--- src/ctg_pkg.sv ---
// Package for the cascaded timer and carrier generator.
// Assumes an APB slave with 32-bit aligned word registers.
package ctg_pkg;
	// ****************************************
	// Register byte addresses
	// ****************************************
	localparam logic [11:0] ADDR_LOWER_MODE    = 12'hF90;
	localparam logic [11:0] ADDR_UPPER_MODE    = 12'hFA8;
	localparam logic [11:0] ADDR_UPPER_MODULO  = 12'hF00;
	localparam logic [11:0] ADDR_LOWER_MODULO  = 12'hF04;
	localparam logic [11:0] ADDR_HIGH_MODULO   = 12'hF08;
	localparam logic [11:0] ADDR_OUTPUT_CTRL   = 12'hF0C;
	localparam logic [11:0] ADDR_STATUS        = 12'hF10;
	localparam logic [11:0] ADDR_COUNTS        = 12'hF14;
	// ****************************************
	// Field positions
	// ****************************************
	localparam int MODE_M0_BIT     = 0;
	localparam int MODE_M1_BIT     = 1;
	localparam int MODE_ENABLE_BIT = 2;
	localparam int MODE_START_BIT  = 3;
	localparam int MODE_SEL_LSB    = 4;
	localparam int CTRL_LOWER_OE_BIT   = 0;
	localparam int CTRL_STYLE_BIT      = 1;
	localparam int CTRL_NEXT_LEVEL_BIT = 2;
	localparam int CTRL_LEVEL_BIT      = 3;
	localparam int CTRL_UPPER_OE_BIT   = 4;
	localparam int STAT_UPPER_IRQ_BIT  = 0;
	localparam int STAT_LOWER_IRQ_BIT  = 1;
	localparam int STAT_UPPER_IE_BIT   = 2;
	// ****************************************
	// Reset values
	// ****************************************
	localparam logic [7:0] MODE_RESET   = 8'h00;
	localparam logic [7:0] CTRL_RESET   = 8'h00;
	localparam logic [7:0] MODULO_RESET = 8'hFF;
	// ****************************************
	// Tick selection codes and divider width
	// ****************************************
	localparam logic [2:0] SEL_CODE_2 = 3'h2;
	localparam logic [2:0] SEL_CODE_3 = 3'h3;
	localparam logic [2:0] SEL_CODE_4 = 3'h4;
	localparam logic [2:0] SEL_CODE_5 = 3'h5;
	localparam logic [2:0] SEL_CODE_6 = 3'h6;
	localparam logic [2:0] SEL_CODE_7 = 3'h7;
	localparam int PRESCALE_WIDTH = 12;
	typedef enum logic [1:0] {
		CTG_MODE_OTHER,
		CTG_MODE_CASCADE,
		CTG_MODE_CARRIER
	} ctg_mode_t;
endpackage

--- src/ctg_tick_if.sv ---
// Interface carrying prescaler tick pulses between design modules.
// Assumes a single clock; every tick is a one-cycle enable.
`timescale 1ns/100ps
`default_nettype none
interface ctg_tick_if #(parameter int W = 12);
	logic [W-1:0] tap;
	modport src (output tap);
	modport dst (input tap);
endinterface
`default_nettype wire

--- src/ctg_prescaler.sv ---
// Free running prescaler producing one-cycle taps of fx/2^(k+1).
// Assumes pclk is the system oscillator fx.
`timescale 1ns/100ps
`default_nettype none
module ctg_prescaler
	import ctg_pkg::*;
#(
	parameter int W = PRESCALE_WIDTH
) (
	input  wire logic pclk,
	input  wire logic presetn,
	ctg_tick_if.src   ticks
);
	logic [W-1:0] div_q;
	logic [W-1:0] div_d;

	assign div_d = div_q + 1'b1;

	always_ff @(posedge pclk or negedge presetn) begin
		if (!presetn) begin
			div_q <= '0;
		end else begin
			div_q <= div_d;
		end
	end

	// Tap k pulses when the low k+1 bits roll over
	always_comb begin
		for (int k = 0; k < W; k++) begin
			ticks.tap[k] = &(div_q | ~((W'(1) << (k + 1)) - W'(1)));
		end
	end
endmodule
`default_nettype wire

--- src/ctg_top.sv ---
// Cascaded 8-bit timer pair with 16-bit and carrier generator modes.
// Assumes an APB master on pclk; pins drive a remote-control load.
// Notes on behaviour
// - Cascade: lower channel counts ticks, its overflow ticks the upper channel.
// - Cascade: each channel compares with its own modulo, separate matches.
// - Both matches together set lower flag and toggle output flip-flop.
// - Cascade interval interrupt repeats while counting continues.
// - Lower select: 2 fx/2, 3 fx, 4 fx/1024, 5 fx/256, 6 fx/64, 7 fx/16.
// - Upper select 2 chains or carrier; 3..7 fx/32,/4096,/1024,/256,/64.
// - Start bit clears counter and flag, counts if enable set.
// - Start bit three is never stored and always reads back zero.
// - Enable zero holds count, one lets it count; cascade ignores the upper enable.
// - Cascade selected when upper mode bits 10b and lower mode bits 10b.
// - Carrier mode: lower makes carrier, upper times the envelope.
// - Reset clears both mode registers, upper output enable and control.
// - Level one: pin gets carrier when style zero, steady high when one.
// - Level zero: pin low, carrier suppressed.
// - Buffer bit copied into level bit on each upper interrupt in carrier mode.
// - Longest time is reached with both modulos at all ones.
// - Carrier: lower toggles on match, alternates high and low modulo.
// - Carrier: upper match sets its flag, toggles, reloads level bit.
// - Gated output switches only at carrier pulse boundaries.
// - Output enable zero holds the pin low.
`timescale 1ns/100ps
`default_nettype none
module ctg_top
	import ctg_pkg::*;
#(
	parameter int PW = PRESCALE_WIDTH
) (
	input  wire logic        pclk,
	input  wire logic        presetn,
	input  wire logic        psel,
	input  wire logic        penable,
	input  wire logic        pwrite,
	input  wire logic [11:0] paddr,
	input  wire logic [31:0] pwdata,
	input  wire logic [3:0]  pstrb,
	output logic      [31:0] prdata,
	output logic             pready,
	output logic             pslverr,
	input  wire logic        upper_irq_ack,
	input  wire logic        lower_irq_ack,
	output logic             upper_irq,
	output logic             lower_irq,
	output logic             carrier_out_pin,
	output logic             envelope_out_pin
);
	// ****************************************
	// Registers and state
	// ****************************************
	logic [7:0] upper_channel_mode_q;
	logic [7:0] lower_channel_mode_q;
	logic [7:0] upper_modulo_q;
	logic [7:0] lower_modulo_q;
	logic [7:0] high_period_modulo_q;
	logic [7:0] output_control_reg_q;
	logic       upper_output_enable_q;
	logic       upper_channel_irq_enable_q;
	logic       upper_channel_irq_flag_q;
	logic       lower_channel_irq_flag_q;
	logic [7:0] upper_count_q;
	logic [7:0] lower_count_q;
	logic       upper_tff_q;
	logic       output_toggle_ff_q;
	logic       phase_high_q;
	logic       gated_q;
	logic [31:0] prdata_q;

	ctg_tick_if #(.W(PW)) ticks ();

	ctg_prescaler #(.W(PW)) u_pre (
		.pclk    (pclk),
		.presetn (presetn),
		.ticks   (ticks)
	);

	// ****************************************
	// Decode
	// ****************************************
	logic      wr_acc;
	logic      rd_acc;
	logic      known;
	ctg_mode_t mode;

	assign wr_acc = psel & penable & pwrite;
	assign rd_acc = psel & penable & ~pwrite;
	assign known  = paddr inside {ADDR_LOWER_MODE, ADDR_UPPER_MODE, ADDR_UPPER_MODULO,
		ADDR_LOWER_MODULO, ADDR_HIGH_MODULO, ADDR_OUTPUT_CTRL, ADDR_STATUS, ADDR_COUNTS};

	function automatic logic is_write(input logic [11:0] a);
		return wr_acc && paddr == a && pstrb[0];
	endfunction

	// Tap index k gives fx/2^(k+1)
	function automatic logic pick(input logic [PW-1:0] t, input int div_log2);
		return (div_log2 == 0) ? 1'b1 : t[div_log2 - 1];
	endfunction

	always_comb begin
		mode = CTG_MODE_OTHER;
		if (upper_channel_mode_q[MODE_M1_BIT] && !upper_channel_mode_q[MODE_M0_BIT]
			&& lower_channel_mode_q[MODE_M1_BIT] && !lower_channel_mode_q[MODE_M0_BIT]) begin
			mode = CTG_MODE_CASCADE;
		end else if (!upper_channel_mode_q[MODE_M1_BIT] && !upper_channel_mode_q[MODE_M0_BIT]
			&& lower_channel_mode_q[MODE_M1_BIT] && lower_channel_mode_q[MODE_M0_BIT]) begin
			mode = CTG_MODE_CARRIER;
		end
	end

	// ****************************************
	// Tick selection
	// ****************************************
	logic lower_tick;
	logic upper_tick;
	logic lower_run;
	logic upper_run;
	logic lower_ovf;
	logic carrier_edge;
	logic [2:0] lsel;
	logic [2:0] usel;

	assign lsel = lower_channel_mode_q[MODE_SEL_LSB +: 3];
	assign usel = upper_channel_mode_q[MODE_SEL_LSB +: 3];

	always_comb begin
		unique case (lsel)
			SEL_CODE_2: lower_tick = pick(ticks.tap, 1);
			SEL_CODE_3: lower_tick = pick(ticks.tap, 0);
			SEL_CODE_4: lower_tick = pick(ticks.tap, 10);
			SEL_CODE_5: lower_tick = pick(ticks.tap, 8);
			SEL_CODE_6: lower_tick = pick(ticks.tap, 6);
			SEL_CODE_7: lower_tick = pick(ticks.tap, 4);
			default:    lower_tick = 1'b0;
		endcase
	end

	always_comb begin
		unique case (usel)
			SEL_CODE_2: upper_tick = (mode == CTG_MODE_CASCADE) ? lower_ovf : carrier_edge;
			SEL_CODE_3: upper_tick = pick(ticks.tap, 5);
			SEL_CODE_4: upper_tick = pick(ticks.tap, 12);
			SEL_CODE_5: upper_tick = pick(ticks.tap, 10);
			SEL_CODE_6: upper_tick = pick(ticks.tap, 8);
			SEL_CODE_7: upper_tick = pick(ticks.tap, 6);
			default:    upper_tick = 1'b0;
		endcase
	end

	assign lower_run = lower_channel_mode_q[MODE_ENABLE_BIT] & lower_tick;
	assign upper_run = (upper_channel_mode_q[MODE_ENABLE_BIT] || mode == CTG_MODE_CASCADE)
		& upper_tick;

	// ****************************************
	// Compare logic
	// ****************************************
	logic lower_match;
	logic upper_match;
	logic cascade_hit;
	logic lower_start;
	logic upper_start;
	logic [7:0] lower_cmp;

	assign lower_start = is_write(ADDR_LOWER_MODE) && pwdata[MODE_START_BIT];
	assign upper_start = is_write(ADDR_UPPER_MODE) && pwdata[MODE_START_BIT];
	assign lower_cmp   = (mode == CTG_MODE_CARRIER && phase_high_q) ? high_period_modulo_q
		: lower_modulo_q;
	assign lower_match = lower_run && lower_count_q == lower_cmp;
	assign upper_match = upper_run && upper_count_q == upper_modulo_q;
	assign lower_ovf   = lower_run && lower_count_q == lower_modulo_q;
	assign cascade_hit = (mode == CTG_MODE_CASCADE) && lower_ovf
		&& upper_count_q == upper_modulo_q;
	assign carrier_edge = lower_match && !phase_high_q;

	// Lower channel counter, wraps to zero at match
	always_ff @(posedge pclk or negedge presetn) begin
		if (!presetn) begin
			lower_count_q <= 8'h00;
		end else if (lower_start) begin
			lower_count_q <= 8'h00;
		end else if (lower_match || lower_ovf) begin
			lower_count_q <= 8'h00;
		end else if (lower_run) begin
			lower_count_q <= lower_count_q + 8'h01;
		end
	end

	// Upper channel counter
	always_ff @(posedge pclk or negedge presetn) begin
		if (!presetn) begin
			upper_count_q <= 8'h00;
		end else if (upper_start || (mode == CTG_MODE_CASCADE && lower_start)) begin
			upper_count_q <= 8'h00;
		end else if (upper_match) begin
			upper_count_q <= 8'h00;
		end else if (upper_run) begin
			upper_count_q <= upper_count_q + 8'h01;
		end
	end

	// Carrier phase and lower toggle flip-flop
	always_ff @(posedge pclk or negedge presetn) begin
		if (!presetn) begin
			phase_high_q       <= 1'b1;
			output_toggle_ff_q <= 1'b0;
		end else if (lower_start) begin
			phase_high_q       <= 1'b1;
			output_toggle_ff_q <= 1'b0;
		end else if (mode == CTG_MODE_CARRIER && lower_match) begin
			phase_high_q       <= ~phase_high_q;
			output_toggle_ff_q <= ~output_toggle_ff_q;
		end else if (cascade_hit) begin
			output_toggle_ff_q <= ~output_toggle_ff_q;
		end
	end

	// Upper toggle flip-flop
	always_ff @(posedge pclk or negedge presetn) begin
		if (!presetn) begin
			upper_tff_q <= 1'b0;
		end else if (upper_start) begin
			upper_tff_q <= 1'b0;
		end else if (mode == CTG_MODE_CARRIER && upper_match) begin
			upper_tff_q <= ~upper_tff_q;
		end
	end

	// ****************************************
	// Interrupt flags, set wins over clear
	// ****************************************
	logic lower_set;
	logic upper_set;
	logic stat_wr;

	assign lower_set = cascade_hit || (mode == CTG_MODE_CARRIER && carrier_edge)
		|| (mode == CTG_MODE_OTHER && lower_match);
	assign upper_set = upper_match && mode != CTG_MODE_CASCADE;
	assign stat_wr   = is_write(ADDR_STATUS);

	always_ff @(posedge pclk or negedge presetn) begin
		if (!presetn) begin
			lower_channel_irq_flag_q <= 1'b0;
		end else if (lower_set) begin
			lower_channel_irq_flag_q <= 1'b1;
		end else if (lower_start || lower_irq_ack
			|| (stat_wr && !pwdata[STAT_LOWER_IRQ_BIT])) begin
			lower_channel_irq_flag_q <= 1'b0;
		end
	end

	always_ff @(posedge pclk or negedge presetn) begin
		if (!presetn) begin
			upper_channel_irq_flag_q <= 1'b0;
		end else if (upper_set) begin
			upper_channel_irq_flag_q <= 1'b1;
		end else if (upper_start || upper_irq_ack
			|| (stat_wr && !pwdata[STAT_UPPER_IRQ_BIT])) begin
			upper_channel_irq_flag_q <= 1'b0;
		end
	end

	assign lower_irq = lower_channel_irq_flag_q;
	assign upper_irq = upper_channel_irq_flag_q & upper_channel_irq_enable_q;

	// ****************************************
	// Register writes
	// ****************************************
	always_ff @(posedge pclk or negedge presetn) begin
		if (!presetn) begin
			lower_channel_mode_q <= MODE_RESET;
		end else if (is_write(ADDR_LOWER_MODE)) begin
			lower_channel_mode_q <= pwdata[7:0] & ~(8'h01 << MODE_START_BIT);
		end
	end

	always_ff @(posedge pclk or negedge presetn) begin
		if (!presetn) begin
			upper_channel_mode_q <= MODE_RESET;
		end else if (is_write(ADDR_UPPER_MODE)) begin
			upper_channel_mode_q <= pwdata[7:0] & ~(8'h01 << MODE_START_BIT);
		end
	end

	always_ff @(posedge pclk or negedge presetn) begin
		if (!presetn) begin
			upper_modulo_q       <= MODULO_RESET;
			lower_modulo_q       <= MODULO_RESET;
			high_period_modulo_q <= MODULO_RESET;
		end else begin
			if (is_write(ADDR_UPPER_MODULO)) begin
				upper_modulo_q <= pwdata[7:0];
			end
			if (is_write(ADDR_LOWER_MODULO)) begin
				lower_modulo_q <= pwdata[7:0];
			end
			if (is_write(ADDR_HIGH_MODULO)) begin
				high_period_modulo_q <= pwdata[7:0];
			end
		end
	end

	always_ff @(posedge pclk or negedge presetn) begin
		if (!presetn) begin
			upper_channel_irq_enable_q <= 1'b0;
		end else if (stat_wr) begin
			upper_channel_irq_enable_q <= pwdata[STAT_UPPER_IE_BIT];
		end
	end

	// Control register; level bit reloaded from buffer on upper interrupt in carrier mode
	always_ff @(posedge pclk or negedge presetn) begin
		if (!presetn) begin
			output_control_reg_q  <= CTRL_RESET;
			upper_output_enable_q <= 1'b0;
		end else begin
			if (is_write(ADDR_OUTPUT_CTRL)) begin
				output_control_reg_q  <= pwdata[7:0];
				upper_output_enable_q <= pwdata[CTRL_UPPER_OE_BIT];
			end
			if (upper_set && mode == CTG_MODE_CARRIER) begin
				output_control_reg_q[CTRL_LEVEL_BIT] <=
					is_write(ADDR_OUTPUT_CTRL) ? pwdata[CTRL_NEXT_LEVEL_BIT]
					: output_control_reg_q[CTRL_NEXT_LEVEL_BIT];
			end
		end
	end

	// ****************************************
	// Output gating
	// ****************************************
	logic level;
	logic carrier_pulse;

	assign level = output_control_reg_q[CTRL_LEVEL_BIT];
	assign carrier_pulse = output_toggle_ff_q;

	// Gate changes only while carrier is low, keeping pulse widths whole
	always_ff @(posedge pclk or negedge presetn) begin
		if (!presetn) begin
			gated_q <= 1'b0;
		end else if (!carrier_pulse) begin
			gated_q <= level;
		end
	end

	always_ff @(posedge pclk or negedge presetn) begin
		if (!presetn) begin
			carrier_out_pin  <= 1'b0;
			envelope_out_pin <= 1'b0;
		end else begin
			if (!output_control_reg_q[CTRL_LOWER_OE_BIT]) begin
				carrier_out_pin <= 1'b0;
			end else if (mode != CTG_MODE_CARRIER) begin
				carrier_out_pin <= output_toggle_ff_q;
			end else if (output_control_reg_q[CTRL_STYLE_BIT]) begin
				carrier_out_pin <= level;
			end else begin
				carrier_out_pin <= gated_q & carrier_pulse;
			end
			envelope_out_pin <= upper_output_enable_q & upper_tff_q;
		end
	end

	// ****************************************
	// APB read path
	// ****************************************
	always_ff @(posedge pclk or negedge presetn) begin
		if (!presetn) begin
			prdata_q <= 32'h0000_0000;
		end else if (psel && !penable && !pwrite) begin
			unique case (paddr)
				ADDR_LOWER_MODE:   prdata_q <= {24'h0, lower_channel_mode_q};
				ADDR_UPPER_MODE:   prdata_q <= {24'h0, upper_channel_mode_q};
				ADDR_UPPER_MODULO: prdata_q <= {24'h0, upper_modulo_q};
				ADDR_LOWER_MODULO: prdata_q <= {24'h0, lower_modulo_q};
				ADDR_HIGH_MODULO:  prdata_q <= {24'h0, high_period_modulo_q};
				ADDR_OUTPUT_CTRL:  prdata_q <= {24'h0, output_control_reg_q[7:5],
					upper_output_enable_q, output_control_reg_q[3:0]};
				ADDR_STATUS:       prdata_q <= {29'h0, upper_channel_irq_enable_q,
					lower_channel_irq_flag_q, upper_channel_irq_flag_q};
				ADDR_COUNTS:       prdata_q <= {16'h0, upper_count_q, lower_count_q};
				default:           prdata_q <= 32'h0000_0000;
			endcase
		end
	end

	assign prdata  = prdata_q;
	assign pready  = 1'b1;
	assign pslverr = (rd_acc | wr_acc) & ~known;
endmodule
`default_nettype wire

--- config.mk ---
export PLATFORM = sky130hd
export DESIGN_NAME = ctg_top
export DESIGN_NICKNAME = d
export VERILOG_FILES = /design/src/ctg_pkg.sv /design/src/ctg_tick_if.sv /design/src/ctg_prescaler.sv /design/src/ctg_top.sv
export SDC_FILE = /design/constraint.sdc
export NUM_CORES = 1
export LEC_CHECK = 0
export ABC_AREA = 1
export BUFFER_PORTS_ARGS = -buffer_cell sky130_fd_sc_hd__buf_2
export CAP_MARGIN = 0
export CORE_MARGIN = 8
export CORE_UTILIZATION = 55
export CTS_CLUSTER_DIAMETER = 100
export DETAILED_ROUTE_END_ITERATION = 12
export GPL_TIMING_DRIVEN = 0
export PLACE_DENSITY_LB_ADDON = 0.08
export RECOVER_POWER = 50
export SYNTH_ARGS = -nofsm -noshare
export SYNTH_HDL_FRONTEND = slang
export SYNTH_SLANG_ARGS = --single-unit
export TNS_END_PERCENT = 100
--- constraint.sdc ---
create_clock -name pclk -period 5.8 [get_ports pclk]
set_input_delay 1.16 -clock pclk [delete_from_list [all_inputs] [get_ports pclk]]
set_output_delay 1.16 -clock pclk [all_outputs]
set_load 0.05 [all_outputs]
==> qor.txt, run 1 <==
ANT cells = 0
Crit. End Element = output pin
FF+latch count, synth = 99
CTS tree = built
Final Instance Area = 6250 um2
DR DRC count = 0
critical path class = input pin to output pin
gr ovfl total = 0
chip height = 116 um
Core Rows = 36
area added between synthesis and finish = 12.8%
first-pass GRT wire length = 25.9 mm
Max Clk Rate = 236 MHz
Clock Pin Slew Worst Setup and Hold Paths = 0.10 ns
VDD IR max = 0.146 mV
CTS sink cnt = 99
Top cell by count, worst path = inv_1
Starting DRT DRC Count = 391
Ys Warns = 0
largest net degree at the start of global routing = 52
core area = 9770 um2
Layout Cells excl Fill = 922
Final HPWL DP = 12.7 mm
dominant synthesized flop cell = dfrtp_1
post-synth cell types = 45
worst path arrival time = 3.08 ns
DP Area = 6030 um2
net total in the final layout = 843
WP buf/inv = 7
Slew @ Worst Pin = 2.84 ns
relative slew slack = -89.6%
final setup skew = 0.00760 ns
vias in the first global route = 4850
CP cell instances = buf_2 > inv_1 > nor2_1 > inv_1 > nor3_1 > inv_1 > nor2_1 > inv_1 > clkbuf_1 > nand4_1 > nor3_1 > buf_2
largest family of logic cells by synthesized area = simple AND/OR/NAND/NOR gates
Final Hold Viols = 0
EDFF count, synth = 0
final setup vio count = 0
routed len/inst = 17.4 um
number of port buffers = 48
Max-Cap Viols = 1
XOR/XNOR share of the synthesized area = 4.43%
metal2 WL = 7.44 mm
post-synthesis mux area share = 0%
adder-cell share of the synthesized area = 0.904%
router iterations before antenna repair = 5
cts hold-fix bufs = 0
initial antenna violation count = 0
RSZ-0062 raised after global routing = no
layout cells sized above 1 = 16.0%
Mapped Cells = 709
root buf cell = clkbuf_8
Post-Place Cells = 906
Final Cycle Share = 73.2%
metal3 WL = 1.16 mm
Skew-Pair Late Insertion Delay = 0.37 ns
worst hold path class = flip-flop to flip-flop
fin. max-slew vios = 51
Synth Area in Compound Gates = 13.4%
simple-gate share of the synthesized area = 25.3%
Total GRT Usage = 25.1%
cts repair resizes = 0
failing checks = capacitance limit, slew limit
Async SR Flop Fraction = 100%
fin crit period = 4.24 ns
Setup TNS = 0 ns
WL met1 = 7.11 mm
die area = 13500 um2
static leakage = 2.96 nW
sequential fraction of the synthesis area = 45.3%
Die W = 116 um
Clock Tree Buf Depth = 2
num ports = 93
Critical Path Start Type = input pin
status = finished, violations left
post-synthesis average cell area = 7.81 um2
post-CTS setup repair buffer count = 0
DR top layer = met4
GP Congestion = 0.959
Critical Path RT = 4.64 ns
Initial Util = 56.7%
Mapped Area = 5540 um2
antenna-violating nets left = 0
CP max stage cell = clkbuf_1
via count = 5002
max incr delay on CP = 0.48 ns
routed vias/inst = 5.43
Core Util, Final = 63.9%
crit-path max FO = 10
CTS Buf Count = 9
crit-path leading delay family = buffers and inverters
pwr dens = 206 nW/um2
total power = 1.29 mW
Routed WL = 16.1 mm
H-tree depth = 3
==> stage by stage <==
stage	hold WS (ns)	setup slack, ns
finish	0.485	1.56
global route	0.515	1.45
CTS	0.488	1.60
detailed placement	0.465	1.60
global placement	0.458	1.65
floorplan	0.438	1.52
==> metal layers <==
metal  global-route usage [%]  up-vias
li1                         -     2437
met1                     33.1     2361
met2                     40.4      178
met3                     4.65       26
met4                     8.64        0
met5                        0        -
==> worst reg2reg max path, stage by stage (launching register included) <==
cell	delay (ns)
dfrtp_1	0.39
ha_1	0.20
nand3_1	0.14
nor2_1	0.25
nand3_1	0.10
o21ai_0	0.09
inv_1	0.09
a21boi_4	0.24
nand4_1	0.13
nand2_1	0.14
nand2_1	0.08
nand2_2	0.13
nand4_1	0.31
nand3_1	0.17
nand2_1	0.06
==> synth_stat cells, drive strengths merged (4+ instances only) <==
| cell type | number | area share [%] |
|---|---|---|
| nand4 | 21 | 2.5 |
| clkbuf | 12 | 0.81 |
| nor4 | 10 | 1.2 |
| o31ai | 8 | 1.1 |
| nand3 | 33 | 3.2 |
| xor2 | 23 | 3.6 |
| inv | 100 | 6.8 |
| o22ai | 11 | 1.2 |
| a21oi | 15 | 1.4 |
| dfrtp | 74 | 33 |
| ha | 4 | 0.90 |
| nand2 | 178 | 12 |
| nor2 | 50 | 3.8 |
| dfstp | 25 | 12 |
| o21ai | 80 | 7.4 |
| a221oi | 4 | 0.63 |
| xnor2 | 5 | 0.79 |
| nor3 | 18 | 1.6 |
| buf | 20 | 2.9 |
==> power breakdown <==
group	internal, mW	total [mW]	switching, mW
Sequential	0.691	0.691	0.000255
Combinational	0.0200	0.0839	0.0639
Clock	0.258	0.511	0.253
Total	0.969	1.29	0.317
==> registers in the layout (all words and copies together) (netlist names), 7 cells and up <==
name                  cells
prdata                   16
u_pre.div_q              12
high_period_modulo_q      8
lower_count_q             8
lower_modulo_q            8
output_control_reg_q      8
upper_count_q             8
upper_modulo_q            8
lower_channel_mode_q      7
upper_channel_mode_q      7
==> kinds of logic after synthesis <==
logic type,Yosys count
AO/OA/AOI/OAI,128
XOR/XNOR,28
adder cells (fa/ha/maj),4
buffers and inverters,133
flip-flops,99
other,2
AND/OR/NAND/NOR,315
==> area by class of cell <==
cell class	instances	area, um2
Fill cell	888	3530
Inverter	101	379
Buffer	32	206
Multi-Input combinational cell	492	2500
Tap cell	133	166
Sequential cell	99	2510
Timing Repair Buffer	49	267
Clock buffer	11	141
Clock inverter	5	82.6
==> cell usage in the layout, fill, tap and decap left out, drive strengths merged, types with 2 or more instances in the layout <==
master / count
a31oi: 2
clkbuf: 24
a21oi: 15
inv: 102
clkinv: 2
conb: 17
nand4: 21
o22ai: 11
nor4: 10
nand2: 178
xnor2: 5
nand3: 33
buf: 68
xor2: 23
o21ai: 80
ha: 4
o31ai: 8
bufinv: 2
a221oi: 4
nor3: 18
dfstp: 25
nand3b: 2
nor2: 50
or2: 2
dfrtp: 74
==> worst paths after layout <==
path	endpoint	from	depth (start not counted)	slack, ns
hold / removal	u_pre.div_q[11]	u_pre.div_q[11]	1	0.48
setup reg to reg	upper_tff_q	u_pre.div_q[0]	14	3.18
setup / recovery	pslverr	paddr[2]	12	1.56
max in group asynchronous	u_pre.div_q[0]	presetn	1	2.50
min in group asynchronous	prdata[13]	presetn	1	1.69
hold reg to reg	u_pre.div_q[11]	u_pre.div_q[11]	1	0.48
No activity file was read; power rests on OpenSTA's default activity.
==> run 2, diff against run 1 <==
Settings changed: CORE_UTILIZATION 55 to 51.
Clock period 5.8 ns to 3.75 ns, I/O delays scaled along.
==> qor.txt, run 2 (synthesized netlist as in run 1, its figures left out) <==
status = completed
Final Hold Viols = 0
Final Instance Area = 6200 um2
VDD IR max = 0.300 mV
Max Clk Rate = 304 MHz
net total in the final layout = 842
Setup TNS = 0 ns
worst setup path startpoint = paddr[2]
Clock Pin Slew Worst Setup and Hold Paths = 0.09 ns
ANT cells = 0
die area = 14400 um2
multi-input combinational cell area = 2500 um2
vias in the first global route = 4772
Max-Cap Viols = 0
DP Area = 6040 um2
slack of the critical path = 0.463 ns
fin crit period = 3.29 ns
num ports = 93
Starting DRT DRC Count = 525
layout cells sized above 1 = 16.4%
Final Cycle Share = 87.7%
static leakage = 2.93 nW
Slew @ Worst Pin = 1.37 ns
crit-path max FO = 17
most common cell after layout, fill and taps aside = nand2_1
cts repair resizes = 0
GP Congestion = 1.03
largest net degree at the start of global routing = 55
Clock Tree Buf Depth = 2
most frequent cells in the layout = nand2_1, inv_1, dfrtp_1
Sequential Area = 2510 um2
H-tree depth = 3
DR DRC count = 0
Initial Util = 51.8%
max reg flops = 16
antenna-violating nets left = 0
critical path class = input pin to output pin
worst hold path class = flip-flop to flip-flop
CTS tree = built
Total GRT Usage = 23.2%
fillers = 1048
fin. max-slew vios = 0
area added between synthesis and finish = 11.9%
via count = 5011
RSZ-0062 raised after global routing = no
final setup skew = 0.00865 ns
root buf cell = clkbuf_8
pwr dens = 301 nW/um2
routed vias/inst = 5.40
first-pass GRT wire length = 25.7 mm
initial antenna violation count = 0
Routed WL = 16.3 mm
gr ovfl total = 0
dpl ws = 0.296 ns
routed len/inst = 17.6 um
Hold Startpoint = prdata[7]
Critical Path Start Type = input pin
Die W = 120 um
relative slew slack = 8.56%
Critical Path RT = 3.00 ns
router iterations before antenna repair = 7
chip height = 120 um
Skew-Pair Late Insertion Delay = 0.39 ns
Final HPWL DP = 12.9 mm
number of port buffers = 48
Core Rows = 38
worst r2r src = u_pre.div_q[0]
Crit. End Element = output pin
final setup vio count = 0
cts hold-fix bufs = 0
CTS sink cnt = 99
core area = 10700 um2
CTS Buf Count = 9
worst path arrival time = 2.54 ns
-- run 2: critical path, stage by stage --
cell and delay [ns]:
buf_2 0.13, inv_1 0.09, nor2_1 0.05, inv_1 0.09
nor3_1 0.05, inv_1 0.07, nor2_1 0.04, inv_1 0.46
nand4_1 0.25, nor3_1 0.24, buf_2 0.31
-- run 2: layer usage --
layer	GRT usage, %	wire length (um)	up-vias
met4	8.74	503	0
met3	6.57	1260	35
li1	-	-	2436
met2	35.3	7240	178
met5	0	0	-
met1	30.8	7300	2362
-- run 2: worst paths after layout --
path	endpoint	slack (ns)	depth (start not counted)
setup reg to reg	upper_count_q[4]	1.22	14
min in group asynchronous	prdata[11]	0.66	1
setup / recovery	pslverr	0.46	11
hold / removal	prdata[7]	0.48	1
hold reg to reg	prdata[7]	0.48	1
max in group asynchronous	lower_count_q[6]	1.30	2
-- run 2: layout make-up --
| class | instances | area share [%] |
|---|---|---|
| inverter | 101 | 6.12 |
| tap | 140 | 2.83 |
| clock buffer | 10 | 2.40 |
| sequential | 99 | 40.5 |
| multi-input combinational | 492 | 40.3 |
| clock inverter | 6 | 0.626 |
| buffer | 31 | 3.27 |
| timing repair buffer | 49 | 3.96 |
-- run 2: power breakdown --
group	switching, mW	internal, mW	total [mW]	leakage, nW
clock	0.390	0.279	0.668	0.0932
combinational	0.0993	0.0280	0.127	1.60
sequential	0.000406	1.07	1.07	1.24
total	0.489	1.38	1.86	2.93
-- run 2: repair_timing --
action                                  4_1_cts  5_1_grt
buffers inserted                              0        0
endpoints found under the setup margin        0        1
hold endpoints to repair                      0        0
-- run 2: metrics by stage --
stage | cells | utilization, % | power [mW] | hold slack (ns)
floorplan | 724 | - | 1.16 | 0.438
global placement | 912 | 56.2 | 1.21 | 0.457
detailed placement | 913 | 56.5 | 1.22 | 0.462
CTS | 929 | 58.2 | 1.89 | 0.423
global route | 928 | 57.9 | 1.93 | 0.504
finish | 928 | 57.9 | 1.86 | 0.480
